===== src/pfseq_defs.svh =====
// Constants for the program flow sequencer: encodings and block offsets.
// Assumes inclusion by pfseq_core.sv and the bench only; pfseq_pkg.sv does not include it.
`ifndef PFSEQ_DEFS_SVH
`define PFSEQ_DEFS_SVH

// Program control opcodes (instruction bits 3:0 of the control field)
`define PFSEQ_PC_CONT     4'h0
`define PFSEQ_PC_JMP      4'h1
`define PFSEQ_PC_JMP_LC   4'h2
`define PFSEQ_PC_JMP_FIFO 4'h3
`define PFSEQ_PC_JMP_TOS  4'h4
`define PFSEQ_PC_CONDITIONAL_JUMP_OP     4'h5
`define PFSEQ_PC_INVERSE_CONDITIONAL_JUMP_OP    4'h6
`define PFSEQ_PC_CASE     4'h7
`define PFSEQ_PC_JPI      4'h8

// Data operations
`define PFSEQ_OP_NOP      2'h0
`define PFSEQ_OP_INV      2'h1
`define PFSEQ_OP_INC      2'h2

// Destination classes
`define PFSEQ_DST_GEN     3'h0
`define PFSEQ_DST_DOUT    3'h1
`define PFSEQ_DST_ACH     3'h2
`define PFSEQ_DST_ACL     3'h3
`define PFSEQ_DST_BC      3'h4
`define PFSEQ_DST_Q       3'h5

// Condition code selector values
`define PFSEQ_CC_INTERRUPT_PENDING_FLAG     5'h00
`define PFSEQ_CC_BCZ      5'h01
`define PFSEQ_CC_FA       5'h02
`define PFSEQ_CC_FB       5'h03
`define PFSEQ_CC_Z        5'h04
`define PFSEQ_CC_O        5'h05
`define PFSEQ_CC_S        5'h06
`define PFSEQ_CC_CY       5'h07
`define PFSEQ_CC_ACO      5'h08
`define PFSEQ_CC_FC       5'h09
`define PFSEQ_CC_FD       5'h0A
`define PFSEQ_CC_STACK_FULL_FLAG     5'h0B
`define PFSEQ_CC_DOR      5'h0C
`define PFSEQ_CC_USER     5'h10

// Block offsets
`define PFSEQ_JPI_IDLE    4'h0
`define PFSEQ_JPI_BASE    4'h8
`define PFSEQ_PC_RESET    10'h000

`endif


===== src/pfseq_pkg.sv =====
// Types for the program flow sequencer.
// Does not include pfseq_defs.svh; needs no include path.
package pfseq_pkg;
  typedef enum logic [1:0] {
    PFSEQ_ST_RUN  = 2'b01,
    PFSEQ_ST_HALT = 2'b10
  } pfseq_state_t;

  typedef struct packed {
    pfseq_state_t state;
    logic [9:0]   pc;
    logic [15:0]  gen_q;
    logic [15:0]  dout;
    logic [15:0]  accumulator_high;
    logic [15:0]  accumulator_low;
    logic [15:0]  bc;
    logic         f_z;
    logic         f_cy;
    logic         f_s;
    logic         f_o;
    logic         f_aco;
    logic         f_dor;
    logic         f_bcz;
    logic         fifo_pop;
    logic [15:0]  out_ctl;
  } pfseq_regs_t;
endpackage


===== src/pfseq_core.sv =====
// Program flow sequencer: data ops, flags and next program counter.
// Assumes an external program memory, register file, FIFO and stack;
// pins from outside the clock domain are synchronised here.
//
// Operation
// - One-operand complement inverts destination in place
// - Two-operand complement writes inverted source
// - Results update arithmetic and destination flags
// - Source operand encoding uses general or Q
// - Case selector formed from chosen group
// - Case jump goes to base plus selector
// - Case entry without jump falls through
// - Label jump loads encoded target
// - Loop pointer jump loads ten-bit counter
// - FIFO jump takes head, pops FIFO; falls through when FIFO empty
// - Stack jump reads top, stack untouched
// - Conditional jump branches when code true
// - Inverse jump branches when code false
// - Twenty-one selectable branch conditions
// - No interrupt: priority jump to first entry
// - Interrupt active: one of last eight
// - Priority jump only when interrupts disabled
// - Jumps leave condition flags untouched
// - Add-one forms mirror complement forms
`include "pfseq_defs.svh"
`timescale 1ns/100ps
`default_nettype none

module pfseq_core #(
  parameter int PC_W = 10,
  parameter int D_W  = 16
) (
  input  wire logic              i_clock,
  input  wire logic              i_rst_b,
  input  wire logic              i_ce,
  input  wire logic [3:0]        i_prog_ctl,
  input  wire logic [PC_W-1:0]   i_target,
  input  wire logic [4:0]        i_cc_sel,
  input  wire logic [1:0]        i_case_group,
  input  wire logic [1:0]        i_data_op,
  input  wire logic              i_two_operand,
  input  wire logic [2:0]        i_dest_class,
  input  wire logic              i_src_is_reg,
  input  wire logic [D_W-1:0]    i_src_value,
  input  wire logic [D_W-1:0]    i_gen_value,
  input  wire logic [D_W-1:0]    i_out_ctl,
  input  wire logic [PC_W-1:0]   i_loop_counter,
  input  wire logic [PC_W-1:0]   i_fifo_head,
  input  wire logic              i_fifo_empty,
  input  wire logic [PC_W-1:0]   i_stack_top,
  input  wire logic              i_stack_full,
  input  wire logic              i_mode_int_en,
  input  wire logic [7:0]        i_int_active,
  input  wire logic [7:0]        i_user_cond,
  input  wire logic [3:0]        i_fifo_status,
  output logic [PC_W-1:0]        o_pc,
  output logic [D_W-1:0]         o_gen_result,
  output logic                   o_gen_write,
  output logic [D_W-1:0]         o_dout,
  output logic [D_W-1:0]         o_ach,
  output logic [D_W-1:0]         o_acl,
  output logic [D_W-1:0]         o_bc,
  output logic [D_W-1:0]         o_out_ctl,
  output logic [3:0]             o_arith_flags,
  output logic                   o_aco,
  output logic                   o_dor,
  output logic                   o_bcz,
  output logic                   o_fifo_pop,
  output logic                   o_operand_error
);

  // Pin inputs cross from outside; two flops before any logic reads them
  logic [7:0] user_m, user_s, int_m, int_s;
  logic [3:0] fst_m, fst_s;
  always_ff @(posedge i_clock or negedge i_rst_b) begin
    if (!i_rst_b) begin
      user_m <= 8'h00;
      user_s <= 8'h00;
      int_m  <= 8'h00;
      int_s  <= 8'h00;
      fst_m  <= 4'h0;
      fst_s  <= 4'h0;
    end else if (i_ce) begin
      user_m <= i_user_cond;
      user_s <= user_m;
      int_m  <= i_int_active;
      int_s  <= int_m;
      fst_m  <= i_fifo_status;
      fst_s  <= fst_m;
    end
  end

  pfseq_pkg::pfseq_regs_t r, next_r;

  logic [D_W-1:0] operand, result;
  logic [D_W:0]   sum;
  logic [3:0]     case_sel;
  logic           int_any, cc_true;
  logic [3:0]     jpi_off;
  logic [PC_W-1:0] pc_seq;

  // Operand: one-operand form uses destination, two-operand uses source
  always_comb begin
    operand = i_src_value;
    if (!i_two_operand) begin
      case (i_dest_class)
        `PFSEQ_DST_DOUT: operand = r.dout;
        `PFSEQ_DST_ACH:  operand = r.accumulator_high;
        `PFSEQ_DST_ACL:  operand = r.accumulator_low;
        `PFSEQ_DST_BC:   operand = r.bc;
        `PFSEQ_DST_Q:    operand = r.gen_q;
        default:         operand = i_gen_value;
      endcase
    end
  end

  assign sum = {1'b0, operand} + {{D_W{1'b0}}, 1'b1};

  always_comb begin
    case (i_data_op)
      `PFSEQ_OP_INV: result = ~operand;
      `PFSEQ_OP_INC: result = sum[D_W-1:0];
      default:       result = operand;
    endcase
  end

  // Either the source or the destination must be general or Q
  assign o_operand_error = (i_data_op != `PFSEQ_OP_NOP) && !i_src_is_reg &&
    (i_dest_class != `PFSEQ_DST_GEN) && (i_dest_class != `PFSEQ_DST_Q);

  // Case selector per group
  always_comb begin
    case (i_case_group)
      2'd0:    case_sel = user_s[3:0];
      2'd1:    case_sel = user_s[7:4];
      2'd2:    case_sel = {int_any, r.f_bcz, fst_s[0], fst_s[1]};
      default: case_sel = {r.f_z, r.f_o, r.f_s, r.f_cy};
    endcase
  end

  assign int_any = |int_s;

  // Lowest source number wins when several are active
  always_comb begin
    jpi_off = `PFSEQ_JPI_IDLE;
    for (int n = 7; n >= 0; n--) begin
      if (int_s[n]) begin
        jpi_off = `PFSEQ_JPI_BASE | 4'(n);
      end
    end
  end

  always_comb begin
    case (i_cc_sel)
      `PFSEQ_CC_INTERRUPT_PENDING_FLAG: cc_true = int_any;
      `PFSEQ_CC_BCZ:  cc_true = r.f_bcz;
      `PFSEQ_CC_FA:   cc_true = fst_s[0];
      `PFSEQ_CC_FB:   cc_true = fst_s[1];
      `PFSEQ_CC_Z:    cc_true = r.f_z;
      `PFSEQ_CC_O:    cc_true = r.f_o;
      `PFSEQ_CC_S:    cc_true = r.f_s;
      `PFSEQ_CC_CY:   cc_true = r.f_cy;
      `PFSEQ_CC_ACO:  cc_true = r.f_aco;
      `PFSEQ_CC_FC:   cc_true = fst_s[2];
      `PFSEQ_CC_FD:   cc_true = fst_s[3];
      `PFSEQ_CC_STACK_FULL_FLAG: cc_true = i_stack_full;
      `PFSEQ_CC_DOR:  cc_true = r.f_dor;
      default: cc_true = (i_cc_sel[4:3] == 2'b10) && user_s[i_cc_sel[2:0]];
    endcase
  end

  // A case entry without a jump simply falls to the next word
  assign pc_seq = r.pc + PC_W'(1);

  always_comb begin
    next_r          = r;
    next_r.fifo_pop = 1'b0;
    next_r.out_ctl  = i_out_ctl;
    next_r.pc       = pc_seq;
    case (i_prog_ctl)
      `PFSEQ_PC_JMP:     next_r.pc = i_target;
      `PFSEQ_PC_JMP_LC:  next_r.pc = i_loop_counter;
      `PFSEQ_PC_JMP_FIFO: begin
        if (!i_fifo_empty) begin
          next_r.pc       = i_fifo_head;
          next_r.fifo_pop = 1'b1;
        end
      end
      `PFSEQ_PC_JMP_TOS: next_r.pc = i_stack_top;
      `PFSEQ_PC_CONDITIONAL_JUMP_OP:  if (cc_true) next_r.pc = i_target;
      `PFSEQ_PC_INVERSE_CONDITIONAL_JUMP_OP: if (!cc_true) next_r.pc = i_target;
      `PFSEQ_PC_CASE:
        next_r.pc = {i_target[PC_W-1:4], case_sel};
      `PFSEQ_PC_JPI: begin
        if (!i_mode_int_en) begin
          next_r.pc = {i_target[PC_W-1:4], jpi_off};
        end
      end
      default: next_r.pc = pc_seq;
    endcase
    // Jumps alone leave every flag as it was
    if (i_data_op != `PFSEQ_OP_NOP) begin
      next_r.f_z  = (result == '0);
      next_r.f_s  = result[D_W-1];
      next_r.f_cy = (i_data_op == `PFSEQ_OP_INC) ? sum[D_W] : 1'b0;
      next_r.f_o  = (i_data_op == `PFSEQ_OP_INC) &&
                    (operand == {1'b0, {(D_W-1){1'b1}}});
      case (i_dest_class)
        `PFSEQ_DST_DOUT: begin
          next_r.dout  = result;
          next_r.f_dor = 1'b1;
        end
        `PFSEQ_DST_ACH: begin
          next_r.accumulator_high   = result;
          next_r.f_aco = next_r.f_o;
        end
        `PFSEQ_DST_ACL: begin
          next_r.accumulator_low   = result;
          next_r.f_aco = next_r.f_cy;
        end
        `PFSEQ_DST_BC: begin
          next_r.bc    = result;
          next_r.f_bcz = (result == '0);
        end
        `PFSEQ_DST_Q: next_r.gen_q = result;
        default: next_r.gen_q = r.gen_q;
      endcase
    end
    case (r.state)
      pfseq_pkg::PFSEQ_ST_RUN:  next_r.state = pfseq_pkg::PFSEQ_ST_RUN;
      default:                  next_r.state = pfseq_pkg::PFSEQ_ST_RUN;
    endcase
  end

  always_ff @(posedge i_clock or negedge i_rst_b) begin
    if (!i_rst_b) begin
      r       <= '0;
      r.state <= pfseq_pkg::PFSEQ_ST_HALT;
      r.pc    <= `PFSEQ_PC_RESET;
    end else if (i_ce) begin
      r <= next_r;
    end
  end

  assign o_pc          = r.pc;
  assign o_gen_result  = result;
  assign o_gen_write   = (i_data_op != `PFSEQ_OP_NOP) &&
                         (i_dest_class == `PFSEQ_DST_GEN);
  assign o_dout        = r.dout;
  assign o_ach         = r.accumulator_high;
  assign o_acl         = r.accumulator_low;
  assign o_bc          = r.bc;
  assign o_out_ctl     = r.out_ctl;
  assign o_arith_flags = {r.f_z, r.f_cy, r.f_s, r.f_o};
  assign o_aco         = r.f_aco;
  assign o_dor         = r.f_dor;
  assign o_bcz         = r.f_bcz;
  assign o_fifo_pop    = r.fifo_pop;

  property p_jmp_label;
    @(posedge i_clock) disable iff (!i_rst_b)
    (i_ce && i_prog_ctl == `PFSEQ_PC_JMP) |=> (o_pc == $past(i_target));
  endproperty
  a_jmp_label: assert property (p_jmp_label)
    else $error("label jump target wrong");

  property p_tos;
    @(posedge i_clock) disable iff (!i_rst_b)
    (i_ce && i_prog_ctl == `PFSEQ_PC_JMP_TOS) |=>
      (o_pc == $past(i_stack_top));
  endproperty
  a_tos: assert property (p_tos)
    else $error("stack jump target wrong");

  property p_case_low;
    @(posedge i_clock) disable iff (!i_rst_b)
    (i_ce && i_prog_ctl == `PFSEQ_PC_CASE) |=>
      (o_pc[PC_W-1:4] == $past(i_target[PC_W-1:4]));
  endproperty
  a_case_low: assert property (p_case_low)
    else $error("case jump left its block");

  property p_jpi_idle;
    @(posedge i_clock) disable iff (!i_rst_b)
    (i_ce && i_prog_ctl == `PFSEQ_PC_JPI && !i_mode_int_en && !int_any)
      |=> (o_pc[3:0] == 4'h0);
  endproperty
  a_jpi_idle: assert property (p_jpi_idle)
    else $error("idle priority jump not to first entry");

  property p_jpi_act;
    @(posedge i_clock) disable iff (!i_rst_b)
    (i_ce && i_prog_ctl == `PFSEQ_PC_JPI && !i_mode_int_en && int_any)
      |=> o_pc[3];
  endproperty
  a_jpi_act: assert property (p_jpi_act)
    else $error("active priority jump outside last eight");

  property p_inverse_conditional_jump_op;
    @(posedge i_clock) disable iff (!i_rst_b)
    (i_ce && i_prog_ctl == `PFSEQ_PC_INVERSE_CONDITIONAL_JUMP_OP && cc_true) |=>
      (o_pc == $past(r.pc) + PC_W'(1));
  endproperty
  a_inverse_conditional_jump_op: assert property (p_inverse_conditional_jump_op)
    else $error("inverse jump taken on true code");

  property p_flags_hold;
    @(posedge i_clock) disable iff (!i_rst_b)
    (i_ce && i_data_op == `PFSEQ_OP_NOP) |=> $stable(o_arith_flags);
  endproperty
  a_flags_hold: assert property (p_flags_hold)
    else $error("flags changed without data op");

  property p_inv_dout;
    @(posedge i_clock) disable iff (!i_rst_b)
    (i_ce && i_data_op == `PFSEQ_OP_INV && i_two_operand &&
     i_dest_class == `PFSEQ_DST_DOUT) |=>
      (o_dout == ~$past(i_src_value)) && o_dor;
  endproperty
  a_inv_dout: assert property (p_inv_dout)
    else $error("complement to data output wrong");

  property p_conditional_jump_op;
    @(posedge i_clock) disable iff (!i_rst_b)
    (i_ce && i_prog_ctl == `PFSEQ_PC_CONDITIONAL_JUMP_OP && cc_true) |=>
      (o_pc == $past(i_target));
  endproperty
  a_conditional_jump_op: assert property (p_conditional_jump_op)
    else $error("conditional jump not taken on true code");

  property p_lc_ptr;
    @(posedge i_clock) disable iff (!i_rst_b)
    (i_ce && i_prog_ctl == `PFSEQ_PC_JMP_LC) |=>
      (o_pc == $past(i_loop_counter));
  endproperty
  a_lc_ptr: assert property (p_lc_ptr)
    else $error("loop pointer jump target wrong");

  property p_fifo_jump;
    @(posedge i_clock) disable iff (!i_rst_b)
    (i_ce && i_prog_ctl == `PFSEQ_PC_JMP_FIFO && !i_fifo_empty) |=>
      (o_pc == $past(i_fifo_head)) && o_fifo_pop;
  endproperty
  a_fifo_jump: assert property (p_fifo_jump)
    else $error("fifo jump target or pop wrong");

  property p_jpi_masked;
    @(posedge i_clock) disable iff (!i_rst_b)
    (i_ce && i_prog_ctl == `PFSEQ_PC_JPI && i_mode_int_en) |=>
      (o_pc == $past(r.pc) + PC_W'(1));
  endproperty
  a_jpi_masked: assert property (p_jpi_masked)
    else $error("priority jump acted with interrupts enabled");

endmodule

`default_nettype wire


===== config.mk =====
export PLATFORM = sky130hd
export DESIGN_NAME = pfseq_core
export DESIGN_NICKNAME = d
export VERILOG_FILES = /design/src/pfseq_pkg.sv /design/src/pfseq_core.sv
export VERILOG_INCLUDE_DIRS = /design/src
export SDC_FILE = /design/constraint.sdc
export NUM_CORES = 1
export LEC_CHECK = 0
export BUFFER_PORTS_ARGS = -buffer_cell sky130_fd_sc_hd__buf_4
export CORE_MARGIN = 8
export CORE_UTILIZATION = 40
export CTS_CLUSTER_DIAMETER = 150
export DETAILED_ROUTE_END_ITERATION = 10
export GPL_ROUTABILITY_DRIVEN = 0
export GPL_TIMING_DRIVEN = 0
export PLACE_DENSITY = 0.61
export SYNTH_ARGS = -nofsm -noshare
export SYNTH_HDL_FRONTEND = slang
export SYNTH_SLANG_ARGS = --single-unit

===== constraint.sdc =====
create_clock -name i_clock -period 8.53 [get_ports i_clock]
set_input_delay 2.1325 -clock i_clock [delete_from_list [all_inputs] [get_ports i_clock]]
set_output_delay 2.1325 -clock i_clock [all_outputs]
set_load 0.01 [all_outputs]

==> summary.md <==
| Metric | Value |
|---|---|
| Synth Cell Area | `9670 µm²` |
| Final WL | `35.2 mm` |
| Largest net degree at the start of global routing | `~120` |
| Vias | `8941` |
| Chip Width | `171 µm` |
| Top Layer Used | `met4` |
| Post-route core utilization | `between 50% and 60%` |
| Crit. End Element | `output pin` |
| Syn-to-layout area delta | `29.6%` |
| Placed Cells | `1583` |
| Endpoints failing setup | `0` |
| Least-Margin Pin Slew | `1370 ps` |
| DP Wirelength | `26.4 mm` |
| Initial antenna violation count | `0` |
| Met3 routed WL | `3.18 mm` |
| Die area | `29400 µm²` |
| Top Ports | `about 250` |
| Fin area | `12500 µm²` |
| RSZ-0062 raised after global routing | `no` |
| Fillers | `2251` |
| Layout cell share with drive strength beyond 1 | `between 30% and 40%` |
| Antenna Nets Post-Route | `0` |
| Data arrival, critical path | `about 6000 ps` |
| Std cell rows | `57` |
| CTS sink cnt | `~150` |
| CP Data Required Time | `6400 ps` |
| Cells along the critical path | `buf_4 -> buf_4 -> inv_1 -> ha_1 -> buf_2 -> buf_2 -> a21oi_1 -> o22a_1 -> a31oi_4 -> ha_1 -> inv_1 -> a211oi_4 -> nor3_1 -> a311oi_1 -> inv_1 -> buf_4` |
| Mean Syn Cell Area | `~9.5 µm²` |
| Number of max-cap violations | `0` |
| Pre-CTS setup slack | `-18.9 ps` |
| Asr flop ratio synth | `100%` |
| RR Startpoint | `o_acl[0]` |
| Layout Skew | `between 15 and 20 ps` |
| Max VDD drop | `126 µV` |
| Synth Flop Type | `dfrtp_1` |
| DRC | `0` |
| CTS tree | `done` |
| Vias in the first global route | `8950` |
| CP Buf/Inv Count | `8` |
| Top-area cell type share of the netlist area | `39.9%` |
| GRT Total Usage | `23.6%` |
| Pwr Density | `around 210 nW/µm²` |
| GRT Residual Overflow | `0` |
| Slew headroom | `7.86%` |
| Clock Root Buffer | `clkbuf_16` |
| Hold_sp | `int_m[2]` |
| Power, Total | `2.69 mW` |
| Pins Over Slew Limit | `0` |
| Synth Instances | `1018` |
| Max Root-Sink Buffers | `2` |
| Hold-fix buffers, CTS | `0` |
| Initial DRT Pass Iterations | `5` |
| Synth warn | `0` |
| Clock transition at path regs | `70 ps` |
| CP max stage delay | `roughly 1100 ps` |
| Final Hold Fails | `0` |
| Kind of critical path | `input pin to output pin` |
| Non-filler instance count after layout | `1617` |
| Die H | `171 µm` |
| Post-synthesis sequential area ratio | `approximately 40%` |
| CP Launch Type | `input pin` |
| Final worst slack | `218 ps` |
| Status | `completed` |
| Slowest cell on the critical path | `a311oi_1` |
| Fin nets | `1418` |
| CTS H-tree depth | `4` |
| Starting density of the core | `40.2%` |
| P_leak | `5.64 nW` |
| Diodes inserted | `0` |
| Routed wire per std cell | `21.8 µm` |
| Clock latency on the worst-skew pair | `440 ps` |
| CP top delay family | `compound AO/OA/AOI/OAI gates` |
| First-pass GRT wire length | `~53 mm` |
| Met2 wire len | `between 15 and 20 mm` |
| Iteration-0 DRC count of the detailed router | `649` |
| Synth top area cells | `dfrtp_1, mux2_2, buf_4` |
| F_max | `roughly 120 MHz` |
| Routed metal-1 wirelength | `between 10 and 15 mm` |
| Core area | `24000 µm²` |
| Worst hold path type | `flip-flop to flip-flop` |
| Number of synthesized register bits | `154` |
| Routed vias/inst | `5.53` |
| CP startpoint | `i_dest_class[2]` |
| Port buffer count | `239` |
| CTS Buf Count | `17` |
| Mapped Nets | `1156` |
| Critical path fanouts, max | `10` |
| Post-synth EDFFs | `0` |
| Placed inst area | `11900 µm²` |
| Post-synthesis cell type count | `90` |
| Final critical-path share of the clock period | `97.4%` |
| Shortest period the worst path allows | `8310 ps` |
| Synth area leader | `dfrtp_1` |
## cells in the mapped netlist (6+ instances only)
master,count
a211oi_1,11
nor3_1,23
nand2b_1,15
nor2_1,96
and3_1,6
buf_2,6
nor4_1,6
o221ai_1,6
a31oi_1,6
mux4_2,6
ha_1,6
dfrtp_1,154
o21ai_0,54
nand2_1,78
nor2b_1,13
buf_4,102
nand4_1,8
inv_1,27
a21oi_1,76
clkbuf_1,43
o21a_1,8
mux2i_1,23
a22oi_1,17
nand3_1,15
mux2_2,77
## layout by cell type (no fill, tap or decap), types with 27 or more instances in the layout
master,netlist,layout
dfrtp_1,154,154
mux2_2,77,77
nand2_1,78,78
inv_1,27,27
o21ai_0,54,54
a21oi_1,76,76
buf_4,102,343
nor2_1,96,96
clkbuf_1,43,43
## registers in the layout, summed over array words and instances, names as in the netlist, 10 cells and up
register   cells
o_out_ctl     16
o_acl         16
o_dout        16
r             16
o_bc          16
o_pc          10
o_ach         16
## power breakdown
| part | switching [mW] | internal (mW) | total [mW] |
|---|---|---|---|
| combinational | 0.440 | 0.490 | 0.931 |
| sequential | 0.130 | 0.875 | 1.00 |
| clock | 0.361 | 0.394 | 0.755 |
| total | 0.931 | 1.76 | 2.69 |
## final timing paths
| check | endpoint | slack, ps | cells past startpoint |
|---|---|---|---|
| max | o_gen_result[4] | 220 | 16 |
| min | int_s[2] | 500 | 1 |
| max reg2reg | o_arith_flags[3] | 4320 | 10 |
| min reg2reg | int_s[2] | 500 | 1 |
| max in group asynchronous | o_dout[15] | 6040 | 2 |
| min in group asynchronous | int_m[7] | 1560 | 1 |
## final cells by class
type	instances	area, µm²	share of cell area (%)
multi-input cells	679	4740	37.9
well taps	324	405	3.24
inverters	31	116	0.929
flip-flops and latches	154	3850	30.8
plain buffers	154	983	7.85
clock inverters	14	129	1.03
repair buffers	243	1850	14.8
clock buffers	18	439	3.51
## kinds of logic (layout without fill, tap and decap cells)
group                      count (synthesis)  in the layout  synth area share (%)
adders and majority gates                  6              6                 0.777
buffers and inverters                    185            460                  11.4
xor gates and xnor gates                   5              5                 0.453
DFF                                      154            154                  39.9
and+or+nand+nor                          303            303                  15.6
muxes                                    106            106                  12.8
AOI/OAI and AO/OA                        259            259                  19.2
## what timing repair did
action,4_1_cts,5_1_grt
buffers inserted,0,2
resized for setup,1,3
gates cloned,0,0
setup endpoints to repair,1,4
pin swaps,0,1
## routing by layer
layer	up-vias	global-route usage [%]
met5	-	0
met4	0	7.75
met3	59	5.85
met2	453	39.1
met1	4317	29.6
li1	4112	-
## metrics by stage
step	hold slack (ps)	TNS, ps
floorplan	449	0
finish	496	0
global route	516	0
detailed placement	485	-18.9
global placement	480	0
CTS	500	0
## worst register-to-register path: stages (launching register included)
cell	delay, ps
dfrtp_1	420
a221oi_1	650
a21oi_4	220
ha_1	270
inv_1	100
a211oi_4	50
a311oi_1	1160
nand4_1	250
nor4_1	380
nand4b_1	250
o32ai_1	360
No activity file was read; power rests on OpenSTA's default activity.
